## config.mk

```make
export PLATFORM = sky130hd
export DESIGN_NAME = rsc_top
export DESIGN_NICKNAME = d
export VERILOG_FILES = /design/src/core/rsc_pkg.sv /design/src/core/rsc_top.sv
export SDC_FILE = /design/constraint.sdc
export NUM_CORES = 1
export LEC_CHECK = 0
export BUFFER_PORTS_ARGS = -buffer_cell sky130_fd_sc_hd__buf_2
export CORE_MARGIN = 10
export CORE_UTILIZATION = 49
export DETAILED_ROUTE_END_ITERATION = 7
export PLACE_DENSITY = 0.83
export SLEW_MARGIN = 20
export SYNTH_ARGS = -nofsm -noshare
export SYNTH_HDL_FRONTEND = slang
export SYNTH_SLANG_ARGS = --single-unit
export TNS_END_PERCENT = 5
```

## constraint.sdc

```tcl
create_clock -name aclk -period 3.2 [get_ports aclk]
set_input_delay 0.16 -clock aclk [delete_from_list [all_inputs] [get_ports aclk]]
set_output_delay 0.16 -clock aclk [all_outputs]
set_load 0.03 [all_outputs]
```

## src/core/rsc_pkg.sv

```systemverilog
// package for the reset source controller: register map, codes, timing
package rsc_pkg;
	// register byte offsets (aligned words on the register bus)
	localparam logic [7:0] RSC_OFF_GUARD = 8'h00;
	localparam logic [7:0] RSC_OFF_CAUSE = 8'h04;
	localparam logic [7:0] RSC_OFF_THRESH = 8'h08;
	localparam logic [7:0] RSC_OFF_FILT = 8'h0c;
	localparam logic [7:0] RSC_OFF_WDKEY = 8'h10;
	localparam logic [7:0] RSC_OFF_FLASH1 = 8'h14;
	localparam logic [7:0] RSC_OFF_STATUS = 8'h18;
	localparam logic [7:0] RSC_OFF_CTRL = 8'h1c;
	// reset values
	localparam logic [7:0] RSC_GUARD_POR = 8'h55;
	localparam logic [7:0] RSC_GUARD_ALT = 8'haa;
	localparam logic [7:0] RSC_THRESH_POR = 8'h66;
	localparam logic [1:0] RSC_FILT_POR = 2'h1;
	localparam logic [4:0] RSC_WDKEY_POR = 5'h0a;
	localparam logic [4:0] RSC_WDKEY_OFF = 5'h15;
	// threshold codes
	localparam logic [7:0] RSC_TH_1V70 = 8'h66;
	localparam logic [7:0] RSC_TH_1V90 = 8'h55;
	localparam logic [7:0] RSC_TH_2V55 = 8'h33;
	localparam logic [7:0] RSC_TH_3V15 = 8'h99;
	localparam logic [7:0] RSC_TH_3V80 = 8'haa;
	localparam logic [7:0] RSC_TH_OFF = 8'hf0;
	localparam logic [7:0] RSC_FLASH_RST = 8'h55;
	// cause flag bit positions
	localparam int RSC_B_WDCTL = 0;
	localparam int RSC_B_THFLT = 1;
	localparam int RSC_B_BROWN = 2;
	localparam int RSC_B_GUARD = 3;
	// status / ctrl bit positions
	localparam int RSC_B_TO = 0;
	localparam int RSC_B_PDF = 1;
	localparam int RSC_B_SLEEP = 0;
	// filter widths in low-speed oscillator periods (upper bound of each pair)
	localparam logic [7:0] RSC_FW0 = 8'h08;
	localparam logic [7:0] RSC_FW1 = 8'h20;
	localparam logic [7:0] RSC_FW2 = 8'h40;
	localparam logic [7:0] RSC_FW3 = 8'h80;
	// timing
	localparam int RSC_CLK_MHZ = 25;
	localparam int RSC_SRESET_NS = 200;
	localparam int RSC_SRESET_CYC = (RSC_SRESET_NS * RSC_CLK_MHZ + 999) / 1000;
	localparam logic [1:0] RSC_RESP_OKAY = 2'b00;
	localparam logic [1:0] RSC_RESP_SLVERR = 2'b10;
	// reset request kinds sent to the rest of the chip
	typedef struct packed {
		logic full;   // whole-device reset
		logic warm;   // pc and stack pointer only
	} rsc_req_s;
	typedef enum logic [1:0] {
		RSC_RUN = 2'b00,
		RSC_DELAY = 2'b01,
		RSC_FIRE = 2'b10
	} rsc_state_e;
endpackage

```

## src/core/rsc_top.sv

```systemverilog
// reset source controller with an AXI4-Lite register slave
// Behaviour
// - only 55h/aah guard values are harmless
// - guard key powers up as 55h
// - guard fault sets cause bit 3
// - resets restore guard except warm reset
// - flags set by hardware, cleared by software
// - enabled brownout resets and sets bit 2
// - short low-voltage pulses are ignored
// - filter select picks 8/32/64/128 periods
// - threshold codes choose level or disable
// - bad threshold code resets, flags, reloads
// - genuine brownout keeps threshold register
// - brownout disabled in sleep mode
// - writing 55h to flash control resets
// - run-mode watchdog timeout acts like brownout
// - sleep timeout: pc/sp only, TO POWERDOWN_STATUS_FLAG set
// - power-on clears TO POWERDOWN_STATUS_FLAG; brownout keeps
// - power-on does full chip initialisation
// - bad watchdog key resets, sets bit 0
`timescale 1ns/1ps
module rsc_top
	import rsc_pkg::*;
#(
	parameter int SRESET_CYC = RSC_SRESET_CYC
)
(
	input wire logic aclk,
	input wire logic aresetn,
	input wire logic por_event,
	input wire logic low_voltage,
	input wire logic low_speed_oscillator_tick,
	input wire logic wdt_timeout,
	input wire logic [31:0] s_awaddr,
	input wire logic s_awvalid,
	output logic s_awready,
	input wire logic [31:0] s_wdata,
	input wire logic [3:0] s_wstrb,
	input wire logic s_wvalid,
	output logic s_wready,
	output logic [1:0] s_bresp,
	output logic s_bvalid,
	input wire logic s_bready,
	input wire logic [31:0] s_araddr,
	input wire logic s_arvalid,
	output logic s_arready,
	output logic [31:0] s_rdata,
	output logic [1:0] s_rresp,
	output logic s_rvalid,
	input wire logic s_rready,
	output rsc_req_s chip_reset,
	output logic lvr_active
);
	// the delay counter is 16 bits wide and needs at least one cycle
	if (SRESET_CYC < 1 || SRESET_CYC > 65535)
	begin : g_bad_delay
		$error("SRESET_CYC out of range");
	end

	// decode used by the threshold fault check and the brownout enable
	function automatic logic valid_thresh(input logic [7:0] c);
		valid_thresh = (c == RSC_TH_1V70) || (c == RSC_TH_1V90) || (c == RSC_TH_2V55) ||
			(c == RSC_TH_3V15) || (c == RSC_TH_3V80) || (c == RSC_TH_OFF);
	endfunction

	logic [7:0] guard_r;
	logic [7:0] thresh_r;
	logic [1:0] filt_r;
	logic [4:0] wdkey_r;
	logic [3:0] cause_r;
	logic to_r;
	logic pdf_r;
	logic sleep_r;
	logic [7:0] lv_cnt_r;
	logic [15:0] dly_r;
	rsc_state_e st_r;
	logic [2:0] pend_r;
	logic flash_req;
	logic full_rst;
	logic warm_rst;
	logic guard_bad;
	logic thresh_bad;
	logic wdkey_bad;
	logic soft_bad;
	logic lvr_en;
	logic brown_fire;
	logic [7:0] fw;
	logic aw_hold_r;
	logic w_hold_r;
	logic [7:0] aw_addr_r;
	logic [31:0] w_data_r;
	logic [3:0] w_strb_r;
	logic wr_go;
	logic [7:0] ra;

	// key checks
	assign guard_bad = (guard_r != RSC_GUARD_POR) && (guard_r != RSC_GUARD_ALT);
	assign thresh_bad = !valid_thresh(thresh_r);
	assign wdkey_bad = (wdkey_r != RSC_WDKEY_POR) && (wdkey_r != RSC_WDKEY_OFF);
	assign soft_bad = guard_bad | thresh_bad | wdkey_bad;
	assign lvr_en = (thresh_r != RSC_TH_OFF) && !thresh_bad && !sleep_r;
	assign lvr_active = lvr_en;

	// filter width select
	always_comb
	begin
		unique case (filt_r)
			2'b00: fw = RSC_FW0;
			2'b01: fw = RSC_FW1;
			2'b10: fw = RSC_FW2;
			2'b11: fw = RSC_FW3;
		endcase
	end

	// low-voltage filter: counts oscillator ticks while the condition holds
	always_ff @(posedge aclk)
	begin
		if (!aresetn || por_event || !low_voltage || !lvr_en || full_rst)
			lv_cnt_r <= 8'h00;
		else if (low_speed_oscillator_tick && lv_cnt_r < fw)
			lv_cnt_r <= lv_cnt_r + 8'h01;
	end
	// tick alignment makes the width land between fw-1 and fw periods
	// a shorter width picked mid-count fires at once instead of wrapping
	assign brown_fire = (lv_cnt_r >= fw) && low_voltage && lvr_en;

	// soft reset delay sequencer; pending causes latched at detection
	always_ff @(posedge aclk)
	begin
		if (!aresetn || por_event || full_rst)
		begin
			st_r <= RSC_RUN;
			dly_r <= 16'h0000;
			pend_r <= 3'b000;
		end
		else
		begin
			unique case (st_r)
				RSC_RUN:
				if (soft_bad)
				begin
					st_r <= RSC_DELAY;
					dly_r <= 16'h0000;
					pend_r <= {guard_bad, thresh_bad, wdkey_bad};
				end
				RSC_DELAY:
				if (dly_r == 16'(SRESET_CYC - 1))
					st_r <= RSC_FIRE;
				else
					dly_r <= dly_r + 16'h0001;
				RSC_FIRE:
					st_r <= RSC_RUN;
				default:
					st_r <= RSC_RUN;
			endcase
		end
	end

	assign full_rst = (st_r == RSC_FIRE) || flash_req || brown_fire || (wdt_timeout && !sleep_r);
	assign warm_rst = wdt_timeout && sleep_r && !full_rst;

	// reset request outputs, registered
	always_ff @(posedge aclk)
	begin
		if (!aresetn)
			chip_reset <= '0;
		else
		begin
			chip_reset.full <= full_rst | por_event;
			chip_reset.warm <= warm_rst;
		end
	end

	// axi write capture
	assign s_awready = !aw_hold_r;
	assign s_wready = !w_hold_r;
	assign wr_go = aw_hold_r && w_hold_r && !s_bvalid;
	always_ff @(posedge aclk)
	begin
		if (!aresetn)
		begin
			aw_hold_r <= 1'b0;
			w_hold_r <= 1'b0;
			aw_addr_r <= 8'h00;
			w_data_r <= 32'h0;
			w_strb_r <= 4'h0;
			s_bvalid <= 1'b0;
			s_bresp <= RSC_RESP_OKAY;
		end
		else
		begin
			if (s_awvalid && s_awready)
			begin
				aw_hold_r <= 1'b1;
				aw_addr_r <= s_awaddr[7:0];
			end
			if (s_wvalid && s_wready)
			begin
				w_hold_r <= 1'b1;
				w_data_r <= s_wdata;
				w_strb_r <= s_wstrb;
			end
			if (wr_go)
			begin
				aw_hold_r <= 1'b0;
				w_hold_r <= 1'b0;
				s_bvalid <= 1'b1;
				s_bresp <= (aw_addr_r > RSC_OFF_CTRL || aw_addr_r[1:0] != 2'b00) ? RSC_RESP_SLVERR : RSC_RESP_OKAY;
			end
			else if (s_bvalid && s_bready)
				s_bvalid <= 1'b0;
		end
	end

	logic wr_lane;
	assign wr_lane = wr_go && w_strb_r[0];
	assign flash_req = wr_lane && aw_addr_r == RSC_OFF_FLASH1 && w_data_r[7:0] == RSC_FLASH_RST;

	// key and configuration registers; reset kinds restore as documented
	always_ff @(posedge aclk)
	begin
		if (!aresetn || por_event)
		begin
			guard_r <= RSC_GUARD_POR;
			thresh_r <= RSC_THRESH_POR;
			filt_r <= RSC_FILT_POR;
			wdkey_r <= RSC_WDKEY_POR;
		end
		else if (full_rst)
		begin
			guard_r <= RSC_GUARD_POR;
			filt_r <= RSC_FILT_POR;
			wdkey_r <= RSC_WDKEY_POR;
			// genuine brownout leaves the threshold alone
			if (thresh_bad)
				thresh_r <= RSC_THRESH_POR;
		end
		else if (wr_lane)
		begin
			// warm reset does not touch these
			unique case (aw_addr_r)
				RSC_OFF_GUARD: guard_r <= w_data_r[7:0];
				RSC_OFF_THRESH: thresh_r <= w_data_r[7:0];
				RSC_OFF_FILT: filt_r <= w_data_r[1:0];
				RSC_OFF_WDKEY: wdkey_r <= w_data_r[7:3];
				default: ;
			endcase
		end
	end

	// cause flags: only power-on clears them by hardware; set beats a software clear
	always_ff @(posedge aclk)
	begin
		if (!aresetn || por_event)
			cause_r <= 4'h0;
		else
		begin
			for (int i = 0; i < 4; i++)
			begin
				if (wr_lane && aw_addr_r == RSC_OFF_CAUSE && !w_data_r[i])
					cause_r[i] <= 1'b0;
			end
			if (st_r == RSC_FIRE)
			begin
				if (pend_r[2]) cause_r[RSC_B_GUARD] <= 1'b1;
				if (pend_r[1]) cause_r[RSC_B_THFLT] <= 1'b1;
				if (pend_r[0]) cause_r[RSC_B_WDCTL] <= 1'b1;
			end
			if (brown_fire)
				cause_r[RSC_B_BROWN] <= 1'b1;
		end
	end

	// time-out / power-down status and sleep mode control
	always_ff @(posedge aclk)
	begin
		if (!aresetn || por_event)
		begin
			to_r <= 1'b0;
			pdf_r <= 1'b0;
			sleep_r <= 1'b0;
		end
		else if (warm_rst)
		begin
			to_r <= 1'b1;
			pdf_r <= 1'b1;
		end
		else if (full_rst)
		begin
			if (wdt_timeout) to_r <= 1'b1;
			sleep_r <= 1'b0; // brownout keeps flags
		end
		else if (wr_lane && aw_addr_r == RSC_OFF_CTRL)
			sleep_r <= w_data_r[RSC_B_SLEEP];
	end

	// axi read path
	assign s_arready = !s_rvalid;
	assign ra = s_araddr[7:0];
	always_ff @(posedge aclk)
	begin
		if (!aresetn)
		begin
			s_rvalid <= 1'b0;
			s_rdata <= 32'h0;
			s_rresp <= RSC_RESP_OKAY;
		end
		else if (s_arvalid && s_arready)
		begin
			s_rvalid <= 1'b1;
			s_rresp <= RSC_RESP_OKAY;
			unique case (ra)
				RSC_OFF_GUARD: s_rdata <= {24'h0, guard_r};
				RSC_OFF_CAUSE: s_rdata <= {28'h0, cause_r};
				RSC_OFF_THRESH: s_rdata <= {24'h0, thresh_r};
				RSC_OFF_FILT: s_rdata <= {30'h0, filt_r};
				RSC_OFF_WDKEY: s_rdata <= {24'h0, wdkey_r, 3'b000};
				RSC_OFF_FLASH1: s_rdata <= 32'h0;
				RSC_OFF_STATUS: s_rdata <= {30'h0, pdf_r, to_r};
				RSC_OFF_CTRL: s_rdata <= {31'h0, sleep_r};
				default:
				begin
					s_rdata <= 32'h0;
					s_rresp <= RSC_RESP_SLVERR;
				end
			endcase
		end
		else if (s_rvalid && s_rready)
			s_rvalid <= 1'b0;
	end

	// checks
	a_guard_delay: assert property (@(posedge aclk) disable iff (!aresetn)
		(st_r == RSC_RUN && guard_bad && !full_rst && !por_event) |=> st_r == RSC_DELAY)
		else $error("guard fault not caught");
	a_guard_flag: assert property (@(posedge aclk) disable iff (!aresetn)
		(st_r == RSC_FIRE && pend_r[2] && !por_event) |=> cause_r[RSC_B_GUARD]) else $error("guard flag not set");
	// no flag that was set may drop across a reset that is not power-on
	a_cause_keep: assert property (@(posedge aclk) disable iff (!aresetn)
		(full_rst && !por_event && !wr_lane) |=> ($past(cause_r) & ~cause_r) == 4'h0)
		else $error("cause flags lost");
	a_brown_flag: assert property (@(posedge aclk) disable iff (!aresetn)
		(brown_fire && !por_event) |=> cause_r[RSC_B_BROWN]) else $error("brownout flag missing");
	// judged at the reset output, so a broken sleep gate cannot hide
	a_sleep_nolvr: assert property (@(posedge aclk) disable iff (!aresetn)
		(sleep_r && low_voltage && !por_event && !wdt_timeout && !flash_req && st_r != RSC_FIRE)
		|=> !chip_reset.full) else $error("brownout in sleep");
	a_warm_flags: assert property (@(posedge aclk) disable iff (!aresetn)
		(warm_rst && !por_event) |=> to_r && pdf_r && $stable(guard_r)) else $error("warm reset flags");
	a_flash_rst: assert property (@(posedge aclk) disable iff (!aresetn)
		flash_req |=> chip_reset.full) else $error("flash reset missing");
	a_thresh_keep: assert property (@(posedge aclk) disable iff (!aresetn)
		(brown_fire && !por_event && !thresh_bad) |=> $stable(thresh_r)) else $error("threshold reloaded");
	// fire is only reached from delay with the count at its end point
	a_delay_len: assert property (@(posedge aclk) disable iff (!aresetn)
		st_r == RSC_FIRE |-> $past(st_r) == RSC_DELAY && dly_r == 16'(SRESET_CYC - 1))
		else $error("delay skipped");
	c_guard_fire: cover property (@(posedge aclk) st_r == RSC_FIRE && pend_r[2]);
	c_brownout: cover property (@(posedge aclk) brown_fire);
	c_warm: cover property (@(posedge aclk) warm_rst);
endmodule

```

### Word level (Yosys, flattened, before mapping)

Cells that the tools add are included.

* equality and inequality tests: 35
* bitwise gates (word level): 5
* $add $sub $neg: 2
* reductions and logical operators: 80
* magnitude comparators: 3
* multiplexer cells: 33

Operators by type and width (number)
* $eq 8x5->1 const B: 7
* $pmux 8 s7: 1
* $eq 8x4->1 const B: 4
* $mux 16: 2
* $mux 8: 4
* $pmux 16 s2: 1
* $pmux 8 s4: 1
* $logic_and 1x1->1: 26
* $eq 8x7->1 const B: 3
* $eq 8x8->1 const B: 3
* $reduce_bool 2->1: 10
* $mux 1: 18
* $add 16x1->16 const B: 1
* $eq 16x3->1 const B: 1
* $eq 8x3->1 const B: 2
* $logic_not 8->1: 2
* $ne 8x8->1 const B: 2
* $logic_not 1->1: 14
* $logic_or 1x1->1: 14
* $reduce_and 2->1: 7
* $mux 2: 5
* $add 8x1->8 const B: 1
* $eq 8x6->1 const B: 1
* $ge 8x8->1: 1
* other kinds (15): 27

* logic and storage cells: 183
* bits of input ports: 111
* register bits after elaboration: 118

### Longest topological paths before layout

* word-level depth: 15
* gate-level depth with buffers: 9
* mapped depth without buffers: 7

### Worst setup path before layout

No wires, ideal clock.

* path kind: reg2reg
* start: register thresh_r[5]
* end: register lv_cnt_r[0]
* data required time: 3.128 ns
* clock period less this slack: 2.380 ns
* library setup time: 0.072 ns
* setup slack: 0.820 ns
* stages on the path, launching flop included: 6
* path buffers: 0
* arrival: 2.307 ns
* path through: dfxtp_1 > nor4bb_1 > o22ai_1 > a211oi_1 > nand4_1 > nor2_1

* cells in the longest elaborated chain, start to end: 12
* elaborated cells on any way between the ends: 20

RTL lines
* start: declaration: line rsc_top.sv:67 `logic [7:0] thresh_r;`
* start signal: assignment: line rsc_top.sv:243 `RSC_OFF_THRESH: thresh_r <= w_data_r[7:0];`
* $eq 8x7->1: line rsc_top.sv:62 `valid_thresh = (c == RSC_TH_1V70) || (c == RSC_TH_1V90) || (c == RSC_TH_2V55) ||`
* $logic_or 1x1->1 (3 in series): line rsc_top.sv:62
* $logic_or 1x1->1 (2 in series): line rsc_top.sv:63 `(c == RSC_TH_3V15) || (c == RSC_TH_3V80) || (c == RSC_TH_OFF);`
* $logic_and 1x1->1 * (2 in series): line rsc_top.sv:101 `assign lvr_en = (thresh_r != RSC_TH_OFF) && !thresh_bad && !sleep_r;`
* net lvr_active: line rsc_top.sv:52 `output logic lvr_active`
* $logic_and 1x1->1: line rsc_top.sv:125 `assign brown_fire = (lv_cnt_r >= fw) && low_voltage && lvr_en;`
* $logic_or 1x1->1 (2 in series): line rsc_top.sv:159 `assign full_rst = (st_r == RSC_FIRE) || flash_req || brown_fire || (wdt_timeout && !sleep_r);`
* $logic_or 1x1->1 *: line rsc_top.sv:118 `if (!aresetn || por_event || !low_voltage || !lvr_en || full_rst)`
* end signal: assignment: line rsc_top.sv:121 `lv_cnt_r <= lv_cnt_r + 8'h01;`
* end: declaration: line rsc_top.sv:74 `logic [7:0] lv_cnt_r;`

The timed path passes the listed nets; every way through them passes the cells marked *.
A chain may end at the register's enable or synchronous reset.

### Worst setup path in the final report

* start: register filt_r[0]
* end: register filt_r[0]

* cells in the longest elaborated chain, start to end: 8
* elaborated cells on any way between the ends: 11

RTL lines
* start: declaration: line rsc_top.sv:68 `logic [1:0] filt_r;`
* start signal: assignment: line rsc_top.sv:244 `RSC_OFF_FILT: filt_r <= w_data_r[1:0];`
* $eq 2x2->1, or another cell as far along: line rsc_top.sv:107 `unique case (filt_r)`
* $pmux 8 s4 *: line rsc_top.sv:107
* $ge 8x8->1 *: line rsc_top.sv:125
* $logic_and 1x1->1 * (2 in series): line rsc_top.sv:125
* $logic_or 1x1->1 * (2 in series): line rsc_top.sv:159
* $reduce_or 2->1 (no source line) *

Every way passes the cells marked *; elsewhere a longest branch is shown, timed or not. The select of a mux whose other input is x is not followed.

==> run_results.csv <==
group,metric,value,unit
drt,drt_iter0_drc,254,
drt,ant_nets,0,
synth,synth-seq-cells,92,
worst_hold_path,min_path_type,"input pin to flip-flop",
critical_path,crit_path_start_kind,"flip-flop",
floorplan,core_area,9330,sq um
drt,vias,4017,
critical_path,crit_fanout,10,
final_layout,final_area,5220,sq um
timing,finClkSkew,0.0140,ns
final_layout,final_common_cell,"dfxtp_1",
placement,placed_cell_area,5010,sq um
synth,syn_area,4730,sq um
timing,setup_slack,0.575,ns
clocking,cts_made_buffers,9,
timing,max_slew_margin,41.2,%
drt,vias_per_cell,5.54,
final_layout,multiInputGateArea,2640,sq um
final_layout,nNetsFinal,710,
floorplan,start_util,50.8,%
synth,synth_flop_cell,"dfxtp_1",
final_layout,syn2layout_area_growth,10.2,%
final_layout,final_cell_mix,"dfxtp_1, nand2_1, buf_2, mux2i_1, nor2_1",
clocking,clk_pin_slew_worst_paths,0.09,ns
final_layout,fillerInstances,867,
critical_path,arrival,2.82,ns
timing,whs,0.0167,ns
grt,grt_pass1_wl,18900,microns
synth,yosysWarnings,0,
critical_path,worst_ep_required_time,3.39,ns
clocking,cts_setup_buffers,0,
final_layout,drive_above_1_share,14.8,%
drt,finalWirelength,11300,microns
floorplan,die_area,14000,sq um
grt,antenna_found_initial,0,
final_layout,regArea,1840,sq um
floorplan,die_x,118,microns
job,maxCapViolations,0,
timing,finalSetupViolCount,0,
timing,finalMaxSlewViolations,0,
critical_path,critPathKind,"flip-flop to flip-flop",
placement,place_ws,0.607,ns
timing,timing.setup.tns,0,ns
outcome,status,"completed",
placement,routabilityCongestion,0.863,
drt,drc,0,
placement,placed_cells,709,
clocking,cts.sinks,92,
clocking,insertion_delay,0.37,ns
floorplan,io_pins,155,
clocking,root_buffer,"clkbuf_8",
synth,avgSynthCellArea,8.74,sq um
synth,synthCells,542,
power_and_ir_drop,peakVddDrop,0.000202,V
clocking,cts.path.max_buffers,2,
drt,firstDrtPassIters,5,
synth,ys_types,53,
timing,worst_slew_pin_slew,0.880,ns
timing,min_period_over_period,82.0,%
synth,synthArstFlopShare,0,%
power_and_ir_drop,power_density,422,nW/um^2
final_layout,antenna_cells,0,
clocking,h-tree-depth,3,
drt,wl_per_cell,15.6,microns
grt,grtUsageTotal,15.7,%
clocking,cts_hold_buf,0,
synth,synth_seq_area_share,38.9,%
power_and_ir_drop,p_leak,2.01,nW
grt,grt_pass1_vias,3949,
placement,portBuffers,53,
placement,hpwl,8450,microns
grt,grt_max_degree,34,
timing,rsz0062_at_grt,"no",
power_and_ir_drop,p_total,2.20,mW
synth,synth_edf_count,0,
critical_path,end_kind,"flip-flop",
timing,max_freq,381,MHz
floorplan,die_y,118,microns
clocking,cts_tree,"done",
grt,grt-ovfl-total,0,
final_layout,instances_no_fill,725,
floorplan,rows,35,
final_layout,final_util,55.9,%
timing,finalHoldViolations,0,
timing,layout_min_cycle_time,2.63,ns
clocking,cts-resized-gates,0,
Yosys cell counts, types with 2 or more instances:
master     instances  area (sq um)
nor2b_1           19           119
a2111oi_0          5          43.8
a221oi_1           2          17.5
nor4b_1            5          43.8
and3_1             6          37.5
nor4bb_1          12           120
mux4_2             2          45.0
clkbuf_1          10          37.5
a211oi_1           4          30.0
xor2_1             6          52.6
nand4_1           11          68.8
inv_1             18          67.6
nor4_1             3          18.8
xnor2_1           13           114
and4bb_2           4          50.1
nor3_1            21           105
and2_1             3          18.8
nand3_1           20           100
and4_1             2          17.5
dfxtp_1           92          1840
a22oi_1            2          15.0
o21ai_0           24           120
ha_1               8           100
nor2_1            36           135
o31ai_1            2          15.0
or2_2              3          18.8
o211a_1            2          20.0
a21oi_1           26           130
nand2b_1           5          31.3
a21boi_0          17           128
buf_1              4          15.0
buf_4             29           218
nand2_1           64           240
mux2i_1           37           370
o211ai_1           5          37.5
a21o_1             3          22.5
path summary, 6_finish.rpt:
path | start | to | slack, ns | cells after the start
hold reg to reg | pend_r[0]$_SDFFE_PP0P_ | cause_r[0]$_SDFF_PP0_ | 0.45 | 2
setup / recovery | filt_r[0]$_SDFFE_PP1P_ | filt_r[0]$_SDFFE_PP1P_ | 0.57 | 6
setup reg to reg | filt_r[0]$_SDFFE_PP1P_ | filt_r[0]$_SDFFE_PP1P_ | 0.57 | 6
hold / removal | s_awvalid | aw_hold_r$_SDFFE_PP0P_ | 0.02 | 3
sequential cells by signal (all words and copies together) (netlist names), 2 cells and up:
name and cells:
aw_addr_r 8, cause_r 4, chip_reset 2, dly_r 16, filt_r 2, guard_r 8
lv_cnt_r 8, pend_r 3, s_rdata 8, st_r 2, thresh_r 8, w_data_r 8
wdkey_r 5
layer usage:
layer	routed length, microns	part of all wire [%]	GRT usage [%]	vias to the layer above
met4	200	1.8	4.95	0
met5	0	0	0	-
met2	5340	47	26.0	148
li1	-	-	-	1977
met3	948	8.4	5.09	21
met1	4830	43	18.8	1871
cell type report:
class,count,area share (%)
repair buffers,57,5.66
inverters,18,1.29
clock inverters,6,1.37
clock buffers,10,2.64
multi-input cells,413,50.7
flip-flops and latches,92,35.3
well taps,129,3.09
power by group:
| part | internal (mW) | switching (mW) | leakage [nW] |
|---|---|---|---|
| combinational | 0.0633 | 0.138 | 1.17 |
| clock | 0.387 | 0.422 | 0.0991 |
| sequential | 1.16 | 0.0264 | 0.746 |
critical path: stages, from the launching register on:
cell	delay [ns]
dfxtp_1	0.44
nand2_1	0.08
ha_1	0.41
and3_1	0.23
a221o_1	0.42
a21oi_1	0.71
o211ai_1	0.18
kinds of logic after synthesis:
logic type / synth area share [%]
AOI/OAI and AO/OA: 13.8
muxes: 8.77
xor gates and xnor gates: 3.51
DFF: 38.9
and+or+nand+nor: 25.6
buffers and inverters: 7.24
other: 0.0792
adders and majority gates: 2.11
No activity file was read; power rests on OpenSTA's default activity.
